## src/psru_pkg.sv

```systemverilog
// psru_pkg: constants, types and register map of the processor state word update unit.
// assumes one core clock and an AHB-Lite master that issues single word transfers.
// Summary of operation
// - same-set irq enable one: accept interrupts asking for the set in use.
// - same-set irq enable zero: refuse maskable interrupts asking for the set in use.
// - same-set enable exists only with controller interface and shadow sets; resets to one.
// - nonmaskable interrupt sets the nonmaskable mode bit; read-only, resets zero.
// - without memory management unit, copy current set to previous on every exception.
// - with memory management unit, copy on break, else only while exception mode clear.
// - set copy happens together with saving the state word to its saved copy.
// - set fields hold 0 to n-1, minimal width for n-1.
// - unused high set-field bits read zero; software writes them zero.
// - any non-interrupt exception clears the current set field to zero.
// - set zero is the normal set; sets one and up are shadow sets.
// - maskable external interrupt serviced only when its level exceeds the threshold.
// - taking an external interrupt sets the interrupt handler mode bit.
// - any exception, breaks included, sets the exception handler mode bit.
package psru_pkg;
	localparam int NUM_SETS = 4;
	localparam int SET_W = (NUM_SETS > 1) ? $clog2(NUM_SETS) : 1;
	localparam bit HAS_MMU = 1'b1;
	localparam bit HAS_EIC = 1'b1;
	localparam logic [31:0] OFS_STATE = 32'h00000000;
	localparam logic [31:0] OFS_SAVED = 32'h00000004;
	localparam int POS_SSIE = 23;
	localparam int POS_NMI = 22;
	localparam int POS_PRS = 16;
	localparam int POS_CRS = 10;
	localparam int POS_IL = 4;
	localparam int POS_IH = 3;
	localparam int POS_EH = 2;
	localparam int POS_U = 1;
	localparam int POS_PIE = 0;
	localparam logic RST_SSIE = 1'b1;
	localparam logic RST_ZERO = 1'b0;
	localparam logic [1:0] HTRANS_NONSEQ = 2'h2;
	typedef struct packed {
		logic ssie;
		logic nmi;
		logic [SET_W-1:0] previous_reg_set;
		logic [SET_W-1:0] current_reg_set;
		logic [5:0] il;
		logic ih;
		logic eh;
		logic u;
		logic pie;
	} psru_state_s;
	typedef struct packed {
		logic valid;
		logic nmi;
		logic [5:0] level;
		logic [SET_W-1:0] rset;
	} psru_irq_s;
	typedef struct packed {
		logic take;
		logic is_irq;
		logic is_break;
	} psru_exc_s;
endpackage : psru_pkg

```

## src/psru_core.sv

```systemverilog
// psru_core: processor state word, its AHB-Lite slave and exception update.
// assumes exception and interrupt events are one-cycle pulses from core logic.
`timescale 1ns/1ps
module psru_core (
	input wire logic clk, // core clock
	input wire logic reset, // sync reset, active high
	input wire logic hsel, // slave select
	input wire logic [31:0] haddr, // byte address
	input wire logic [1:0] htrans, // transfer type
	input wire logic hwrite, // write
	input wire logic [2:0] hsize, // size
	input wire logic [31:0] hwdata, // write data
	input wire logic hready, // bus ready
	output logic [31:0] hrdata, // read data
	output logic hreadyout, // slave ready
	output logic hresp, // response
	input wire psru_pkg::psru_irq_s irq_req, // controller request
	input wire psru_pkg::psru_exc_s exc_in, // exception event
	output logic irq_accept, // request may be taken
	output psru_pkg::psru_state_s state, // state word
	output logic [31:0] saved_word // saved status copy
);
	psru_pkg::psru_state_s st_q, st_d;
	logic [31:0] sav_q, sav_d;
	logic wr_pend_q, wr_pend_d;
	logic [31:0] addr_q, addr_d;
	logic [31:0] rd_q, rd_d;
	logic take_copy;
	logic [31:0] st_word;
	logic addr_phase;
	logic sw_state_wr;
	logic sw_saved_wr;
	logic rd_state_req;
	logic rd_saved_req;
	logic nmi_take;
	logic wr_ssie;
	logic [psru_pkg::SET_W-1:0] wr_prs;

	function automatic logic [31:0] pack_word(input psru_pkg::psru_state_s s);
		logic [31:0] w;
		w = 32'h00000000;
		w[psru_pkg::POS_SSIE] = s.ssie;
		w[psru_pkg::POS_NMI] = s.nmi;
		w[psru_pkg::POS_PRS +: psru_pkg::SET_W] = s.previous_reg_set;
		w[psru_pkg::POS_CRS +: psru_pkg::SET_W] = s.current_reg_set;
		w[psru_pkg::POS_IL +: 6] = s.il;
		w[psru_pkg::POS_IH] = s.ih;
		w[psru_pkg::POS_EH] = s.eh;
		w[psru_pkg::POS_U] = s.u;
		w[psru_pkg::POS_PIE] = s.pie;
		return w;
	endfunction : pack_word

	assign st_word = pack_word(st_q);

	// maskable path compares level; same-set requests gated by the enable
	always_comb
	begin
		irq_accept = 1'b0;
		if (irq_req.valid && psru_pkg::HAS_EIC)
		begin
			if (irq_req.nmi)
				irq_accept = 1'b1;
			else if (st_q.pie && (irq_req.level > st_q.il))
				irq_accept = (irq_req.rset != st_q.current_reg_set) || st_q.ssie;
		end
	end

	// copy condition sampled against the old exception mode bit
	assign take_copy = !psru_pkg::HAS_MMU || exc_in.is_break || !st_q.eh;

	// bus decode shared by the update logic and its checks
	assign addr_phase = hsel && hready && (htrans == psru_pkg::HTRANS_NONSEQ);
	assign sw_state_wr = wr_pend_q && (addr_q == psru_pkg::OFS_STATE);
	assign sw_saved_wr = wr_pend_q && (addr_q == psru_pkg::OFS_SAVED);
	assign rd_state_req = addr_phase && !hwrite && (haddr == psru_pkg::OFS_STATE);
	assign rd_saved_req = addr_phase && !hwrite && (haddr == psru_pkg::OFS_SAVED);
	assign nmi_take = exc_in.take && exc_in.is_irq && irq_req.nmi;
	assign wr_ssie = hwdata[psru_pkg::POS_SSIE];
	assign wr_prs = hwdata[psru_pkg::POS_PRS +: psru_pkg::SET_W];

	// address phase capture; read data stands on hrdata through the data phase
	always_comb
	begin
		wr_pend_d = 1'b0;
		addr_d = addr_q;
		rd_d = rd_q;
		if (addr_phase)
		begin
			wr_pend_d = hwrite;
			addr_d = haddr;
			if (!hwrite)
				rd_d = (haddr == psru_pkg::OFS_STATE) ? st_word :
					(haddr == psru_pkg::OFS_SAVED) ? sav_q : 32'h00000000;
		end
	end

	always_ff @(posedge clk)
	begin
		if (reset)
		begin
			wr_pend_q <= 1'b0;
			addr_q <= 32'h00000000;
			rd_q <= 32'h00000000;
		end
		else
		begin
			wr_pend_q <= wr_pend_d;
			addr_q <= addr_d;
			rd_q <= rd_d;
		end
	end

	// state word and its saved copy
	always_comb
	begin
		st_d = st_q;
		sav_d = sav_q;
		if (sw_state_wr)
		begin
			// nmi and current set stay read-only
			st_d.ssie = (psru_pkg::HAS_EIC && psru_pkg::NUM_SETS > 1) ? wr_ssie : 1'b0;
			st_d.previous_reg_set = wr_prs;
			st_d.il = hwdata[psru_pkg::POS_IL +: 6];
			st_d.ih = hwdata[psru_pkg::POS_IH];
			st_d.eh = hwdata[psru_pkg::POS_EH];
			st_d.u = hwdata[psru_pkg::POS_U];
			st_d.pie = hwdata[psru_pkg::POS_PIE];
		end
		else if (sw_saved_wr)
			sav_d = hwdata;
		// hardware event wins over a software write in the same cycle
		if (exc_in.take)
		begin
			sav_d = st_word;
			if (take_copy)
				st_d.previous_reg_set = st_q.current_reg_set;
			st_d.eh = 1'b1;
			st_d.u = 1'b0;
			st_d.pie = 1'b0;
			if (exc_in.is_irq)
			begin
				st_d.ih = 1'b1;
				st_d.current_reg_set = irq_req.rset;
				st_d.il = irq_req.level;
				if (irq_req.nmi)
					st_d.nmi = 1'b1;
			end
			else
				st_d.current_reg_set = '0;
		end
	end

	always_ff @(posedge clk)
	begin
		if (reset)
		begin
			st_q <= '0;
			st_q.ssie <= (psru_pkg::HAS_EIC && psru_pkg::NUM_SETS > 1) ? psru_pkg::RST_SSIE : psru_pkg::RST_ZERO;
			sav_q <= 32'h00000000;
		end
		else
		begin
			st_q <= st_d;
			sav_q <= sav_d;
		end
	end

	assign hrdata = rd_q;
	assign hreadyout = 1'b1;
	assign hresp = 1'b0;
	assign state = st_q;
	assign saved_word = sav_q;

	property p_same_set_refuse;
		@(posedge clk) disable iff (reset)
		(irq_req.valid && !irq_req.nmi && !st_q.ssie && irq_req.rset == st_q.current_reg_set) |-> !irq_accept;
	endproperty
	a_same_set_refuse: assert property (p_same_set_refuse) else $error("same-set request accepted");
	property p_level;
		@(posedge clk) disable iff (reset)
		(irq_req.valid && !irq_req.nmi && irq_req.level <= st_q.il) |-> !irq_accept;
	endproperty
	a_level: assert property (p_level) else $error("low level accepted");
	property p_crs_clear;
		@(posedge clk) disable iff (reset)
		(exc_in.take && !exc_in.is_irq) |=> (st_q.current_reg_set == '0);
	endproperty
	a_crs_clear: assert property (p_crs_clear) else $error("current set not cleared");
	property p_copy;
		@(posedge clk) disable iff (reset)
		(exc_in.take && (exc_in.is_break || !st_q.eh)) |=> (st_q.previous_reg_set == $past(st_q.current_reg_set));
	endproperty
	a_copy: assert property (p_copy) else $error("set copy missing");
	property p_eh;
		@(posedge clk) disable iff (reset)
		exc_in.take |=> st_q.eh;
	endproperty
	a_eh: assert property (p_eh) else $error("exception mode not set");
	property p_ih;
		@(posedge clk) disable iff (reset)
		(exc_in.take && exc_in.is_irq) |=> st_q.ih;
	endproperty
	a_ih: assert property (p_ih) else $error("handler mode not set");
	property p_nmi;
		@(posedge clk) disable iff (reset)
		(exc_in.take && exc_in.is_irq && irq_req.nmi) |=> st_q.nmi ##1 st_q.nmi;
	endproperty
	a_nmi: assert property (p_nmi) else $error("nmi bit not held");
	property p_saved;
		@(posedge clk) disable iff (reset)
		exc_in.take |=> (sav_q == $past(st_word));
	endproperty
	a_saved: assert property (p_saved) else $error("saved copy wrong");
	property p_range;
		@(posedge clk) disable iff (reset)
		(st_q.previous_reg_set < psru_pkg::NUM_SETS) && (st_q.current_reg_set < psru_pkg::NUM_SETS);
	endproperty
	a_range: assert property (p_range) else $error("set out of range");
	property p_ssie_rst;
		@(posedge clk) $fell(reset) |-> st_q.ssie;
	endproperty
	a_ssie_rst: assert property (p_ssie_rst) else $error("enable reset wrong");

	// enable set: a same-set request above the threshold must be taken
	property p_accept_same;
		@(posedge clk) disable iff (reset)
		(irq_req.valid && !irq_req.nmi && st_q.pie && irq_req.level > st_q.il && st_q.ssie) |-> irq_accept;
	endproperty
	a_accept_same: assert property (p_accept_same) else $error("same-set request refused");

	property p_accept_level;
		@(posedge clk) disable iff (reset)
		(irq_req.valid && !irq_req.nmi && st_q.pie && irq_req.level > st_q.il && irq_req.rset != st_q.current_reg_set) |-> irq_accept;
	endproperty
	a_accept_level: assert property (p_accept_level) else $error("high level refused");

	// enable bit is software writable in this configuration
	property p_ssie_write;
		@(posedge clk) disable iff (reset)
		sw_state_wr |=> (st_q.ssie == $past(wr_ssie));
	endproperty
	a_ssie_write: assert property (p_ssie_write) else $error("enable write lost");

	// only a nonmaskable take may raise the mode bit
	property p_nmi_source;
		@(posedge clk) disable iff (reset)
		$rose(st_q.nmi) |-> $past(nmi_take);
	endproperty
	a_nmi_source: assert property (p_nmi_source) else $error("nmi bit raised without nmi");

	property p_nmi_bus_ro;
		@(posedge clk) disable iff (reset)
		(sw_state_wr && !exc_in.take) |=> $stable(st_q.nmi);
	endproperty
	a_nmi_bus_ro: assert property (p_nmi_bus_ro) else $error("nmi bit written by bus");

	property p_nmi_reset;
		@(posedge clk) $fell(reset) |-> !st_q.nmi;
	endproperty
	a_nmi_reset: assert property (p_nmi_reset) else $error("nmi bit reset wrong");

	// nested non-break exception keeps the earlier previous set
	property p_no_copy;
		@(posedge clk) disable iff (reset)
		(exc_in.take && !exc_in.is_break && st_q.eh && !sw_state_wr) |=> $stable(st_q.previous_reg_set);
	endproperty
	a_no_copy: assert property (p_no_copy) else $error("set copied while nested");

	// saved copy must hold the set in use before the copy
	property p_copy_after_save;
		@(posedge clk) disable iff (reset)
		exc_in.take |=> (sav_q[psru_pkg::POS_CRS +: psru_pkg::SET_W] == $past(st_q.current_reg_set));
	endproperty
	a_copy_after_save: assert property (p_copy_after_save) else $error("saved set wrong");

	property p_crs_irq;
		@(posedge clk) disable iff (reset)
		(exc_in.take && exc_in.is_irq) |=> (st_q.current_reg_set == $past(irq_req.rset));
	endproperty
	a_crs_irq: assert property (p_crs_irq) else $error("requested set not loaded");

	// current set moves only with exceptions
	property p_crs_bus_ro;
		@(posedge clk) disable iff (reset)
		(sw_state_wr && !exc_in.take) |=> $stable(st_q.current_reg_set);
	endproperty
	a_crs_bus_ro: assert property (p_crs_bus_ro) else $error("current set written by bus");

	property p_prs_write;
		@(posedge clk) disable iff (reset)
		(sw_state_wr && !exc_in.take) |=> (st_q.previous_reg_set == $past(wr_prs));
	endproperty
	a_prs_write: assert property (p_prs_write) else $error("previous set write lost");

	property p_set_reset;
		@(posedge clk) $fell(reset) |-> (st_q.previous_reg_set == '0) && (st_q.current_reg_set == '0);
	endproperty
	a_set_reset: assert property (p_set_reset) else $error("set fields reset wrong");

	property p_il_load;
		@(posedge clk) disable iff (reset)
		(exc_in.take && exc_in.is_irq) |=> (st_q.il == $past(irq_req.level));
	endproperty
	a_il_load: assert property (p_il_load) else $error("threshold not loaded");

	// bus view of the word, unused set bits included
	property p_rd_state;
		@(posedge clk) disable iff (reset)
		rd_state_req |=> (hrdata == $past(st_word));
	endproperty
	a_rd_state: assert property (p_rd_state) else $error("state read wrong");

	property p_rd_saved;
		@(posedge clk) disable iff (reset)
		rd_saved_req |=> (hrdata == $past(sav_q));
	endproperty
	a_rd_saved: assert property (p_rd_saved) else $error("saved read wrong");

	property p_sav_write;
		@(posedge clk) disable iff (reset)
		(sw_saved_wr && !exc_in.take) |=> (sav_q == $past(hwdata));
	endproperty
	a_sav_write: assert property (p_sav_write) else $error("saved write lost");

	// handler entry masks further maskable requests
	property p_exc_mask;
		@(posedge clk) disable iff (reset)
		exc_in.take |=> (!st_q.u && !st_q.pie);
	endproperty
	a_exc_mask: assert property (p_exc_mask) else $error("entry did not mask");

	property p_accept_nmi;
		@(posedge clk) disable iff (reset)
		(irq_req.valid && irq_req.nmi) |-> irq_accept;
	endproperty
	a_accept_nmi: assert property (p_accept_nmi) else $error("nmi refused");

	property p_hold_ih;
		@(posedge clk) disable iff (reset)
		(exc_in.take && !exc_in.is_irq && !sw_state_wr) |=> $stable(st_q.ih);
	endproperty
	a_hold_ih: assert property (p_hold_ih) else $error("handler mode moved");

	c_irq: cover property (@(posedge clk) exc_in.take && exc_in.is_irq);
	c_break: cover property (@(posedge clk) exc_in.take && exc_in.is_break && st_q.eh);
	c_refuse: cover property (@(posedge clk) irq_req.valid && !irq_accept);
	c_write: cover property (@(posedge clk) wr_pend_q && addr_q == psru_pkg::OFS_STATE);
	c_nmi: cover property (@(posedge clk) nmi_take);
endmodule : psru_core

```

## config.mk

```make
export PLATFORM = sky130hd
export DESIGN_NAME = psru_core
export DESIGN_NICKNAME = d
export VERILOG_FILES = /design/src/psru_pkg.sv /design/src/psru_core.sv
export SDC_FILE = /design/constraint.sdc
export NUM_CORES = 1
export LEC_CHECK = 0
export BUFFER_PORTS_ARGS = -buffer_cell sky130_fd_sc_hd__buf_4
export CAP_MARGIN = 10
export CELL_PAD_IN_SITES_DETAIL_PLACEMENT = 0
export CELL_PAD_IN_SITES_GLOBAL_PLACEMENT = 1
export CORE_MARGIN = 1
export CORE_UTILIZATION = 38
export DETAILED_ROUTE_END_ITERATION = 8
export GPL_TIMING_DRIVEN = 0
export PLACE_DENSITY = 0.9
export SLEW_MARGIN = 20
export SYNTH_ARGS = -nofsm -noshare
export SYNTH_HDL_FRONTEND = slang
export SYNTH_SLANG_ARGS = --single-unit
```

## constraint.sdc

```tcl
create_clock -name clk -period 4 [get_ports clk]
set_input_delay 0 -clock clk [delete_from_list [all_inputs] [get_ports clk]]
set_output_delay 0 -clock clk [all_outputs]
set_load 0.01 [all_outputs]
```

==> impl_results.md <==
* Result of the run: complete, but fails checks
* Violations in the final reports: design-rule violations
* Setup crit start kind: register
* Core area at 12,000 um^2
* Power density over cell area at 385 nW/um^2
* Setup repair after global routing missed its margin: false
* Via count of the first global-routing pass at 4,877
* Setup TNS at 0 ps
* Crit-path cells: nor4_1 > nand4_1 > nor3_1 > clkbuf_1 > nand3_1 > o211ai_1 > dlygate4sd3_1
* Count of max-cap constraint violations at 0
* Max Clock Freq at 360 MHz
* TritonCTS clock tree: built
* Quantity of gates resized following cts at 0
* Synth cell types at 37
* Post-synthesis area per instance at 8.52 um^2
* Maximum number of pins on one net before global-route repair at 17
* Time the worst path needs with I/O delays and setup at 2780 ps
* Kind of capture point of the worst setup path: register
* Class of the most critical hold timing path: in -> reg
* Final critical-path setup slack at 1220 ps
* Violation count after the first detailed-routing iteration at 320
* Residual DRC at 2
* Vias per cell at 5.11
* Worst EP arrival at 3130 ps
* Die boundary width at 113 um
* Yosys Warn Count at 0
* Post-CTS clock slew at the launch and capture registers of the worst setup and hold paths at 50 ps
* Number of buffers created by CTS at 17
* Type of the worst setup path: reg -> reg
* Share of synthesized area occupied by flip-flops and latches at 48.6%
* Later-pin clock latency in the skew report at 410 ps
* Total Routing Usage GR at 23.6%
* Total setup violations reported at the end of the flow at 0
* Average wire length per cell after detail routing at 15.5 um
* Half-perimeter wire length of the detailed placement result at 10.2 mm
* Area growth from synthesis to layout at 59.8%
* Cell chosen for the clock root: clkbuf_16
* Share of final-layout standard cells stronger than drive strength 1 at 24.5%
* Effective utilization at floorplan at 38.9%
* H-tree lvl count at 4
* Net count, final at 901
* Mapped Cells at 546
* Ratio of final minimum period to clock period at 69.5%
* Worst setup timing slack at the placement stage at 1690 ps
* Total Die Area at 12,700 um^2
* Tightest slew margin relative to the limit at 50.6%
* Syn_nets at 639
* Final clock skew at 4.44 ps
* Count of antenna diodes in the layout at 0
* Critical path buffer and inverter count at 2
* Synthesized flop and latch total at 113
* Cell with the largest stage delay on the worst path: dlygate4sd3_1
* Core Rows at 40
* Final count of hold timing violations at 0
* Required time at the endpoint of the critical path at 4350 ps
* Static power due to leakage at 3.04 nW
* I/O pin cnt at 170
* Synthesized area at 4650 um^2
* First-pass GRT wire length at 23.1 mm
* Kind of cell adding the most delay to the critical path: simple AND/OR/NAND/NOR gates
* Worst vdd rail ir drop at 0.222 mV
* Fin area at 7440 um^2
* Congestion Overflow GR at 0
* Slew at the pin closest to its max-slew limit at 741 ps
* Buffer levels on the longest clock path at 2
* Via Count at 4,946
* Slowest stage delay, CP at 580 ps
* Antenna violations before repair at 0
* Final routed wirelength across all metal layers at 15.0 mm
* Number of routed nets with antenna violations at 0
* Post-detailed-placement cell area at 6050 um^2
* Final Max Slew Viols at 0
* Maximum fanout encountered on the critical timing path at 10
* Number of iterations in the first detailed-routing pass at 7
* Total clock sinks at 113
* Height of the die at 113 um
* Final GP Congestion at 0.845
* Number of port buffers at 161
* Setup Fix Bufs, Post-CTS at 0
[worst paths after layout]
check        startpoint  slack [ps]  cells past startpoint         to
max          addr_q[16]        1220                      7  state[12]
min           exc_in[0]          20                      4  state[13]
max reg2reg  addr_q[16]        1220                      7  state[12]
min reg2reg   addr_q[9]         460                      2  addr_q[9]
[synth_stat cells (all sizes together)]
master	instances	area, um^2
or2	1	6.26
nand4	5	31.3
a211o	1	8.76
o21ai	18	90.1
nor2b	22	138
inv	10	37.5
nand3	27	135
conb	2	7.51
o211ai	24	180
or3	1	6.26
a211oi	1	7.51
nor3	5	25.0
a21o	1	7.51
and2	1	6.26
mux2i	34	340
o21bai	1	7.51
buf	12	76.3
nand2	127	477
and4b	1	10.0
xor2	2	17.5
nor3b	2	26.3
nand4b	1	8.76
nor4	14	87.6
a22o	16	140
nor4b	1	8.76
nor2	24	90.1
o221ai	1	8.76
a21oi	40	200
clkbuf	29	109
dfxtp	113	2260
ha	6	75.1
nand2b	3	21.3
[per-stage QoR]
step / std cells / utilization (%) / total power, W / hold slack, ps
floorplan: 546 / - / 0.00127 / 118
global placement: 854 / 50.5 / 0.00138 / 215
detailed placement: 854 / 50.5 / 0.00139 / 234
CTS: 967 / 62.2 / 0.00288 / 3.61
global route: 967 / 62.2 / 0.00296 / 24.6
finish: 967 / 62.2 / 0.00287 / 21.9
[what timing repair did]
action / 4_1_cts / 5_1_grt
setup endpoints to repair: 0 / 0
hold endpoints to repair: 80 / 0
hold buffers: 82 / 0
[tightest hold or removal path, stage by stage]
cell and delay (ps):
buf_4 80, nand2b_1 140, nand3_1 90, o211ai_1 80
[cells by family after synthesis]
family                   share of synthesized area, %
AND/OR/NAND/NOR                                  23.2
flip-flops                                       48.6
buffers and inverters                            4.79
other                                           0.161
XOR/XNOR                                        0.377
multiplexers                                     7.31
AO/OA/AOI/OAI                                    14.0
adder cells (fa/ha/maj)                          1.61
[registers in the layout, summed over array words and instances (netlist names)]
signal,count
wr_pend_q,1
saved_word,32
state,16
addr_q,32
hrdata,32
[cell type report]
cell class              instances  area [um^2]
fillers                      1017         4530
flip-flops and latches        113         2260
multi-input cells             382         2170
repair buffers                243         2030
clock buffers                  26          519
plain buffers                  41          185
well taps                     147          184
clock inverters                 5         50.0
inverters                      10         37.5
[per-layer routing]
layer | global-route usage, % | wire (um)
met3 | 6.64 | 971
met1 | 26.2 | 6100
met2 | 40.3 | 7440
met4 | 14.1 | 458
met5 | 0 | 0
[where the power goes]
part / leakage [nW] / internal [W] / total [W] / switching (W)
registers: 0.914 / 0.00115 / 0.00116 / 0.0000163
clock network: 0.286 / 0.000944 / 0.00143 / 0.000488
logic: 1.84 / 0.000153 / 0.000273 / 0.000120
[cell usage in the layout, fill, tap and decap left out, types with 6 or more instances in the layout]
master,netlist,routed
buf_4,3,164
nand2_1,127,127
dfxtp_1,113,113
dlygate4sd3_1,0,82
a21oi_1,40,40
mux2i_1,34,34
clkbuf_1,29,32
nand3_1,27,27
nor2_1,24,24
o211ai_1,24,24
nor2b_1,22,22
o21ai_0,18,18
clkbuf_16,0,17
a22o_1,16,16
nor4_1,14,14
inv_1,10,10
ha_1,6,6
clkbuf_8,0,6
Power figures use the tool's default switching activity.
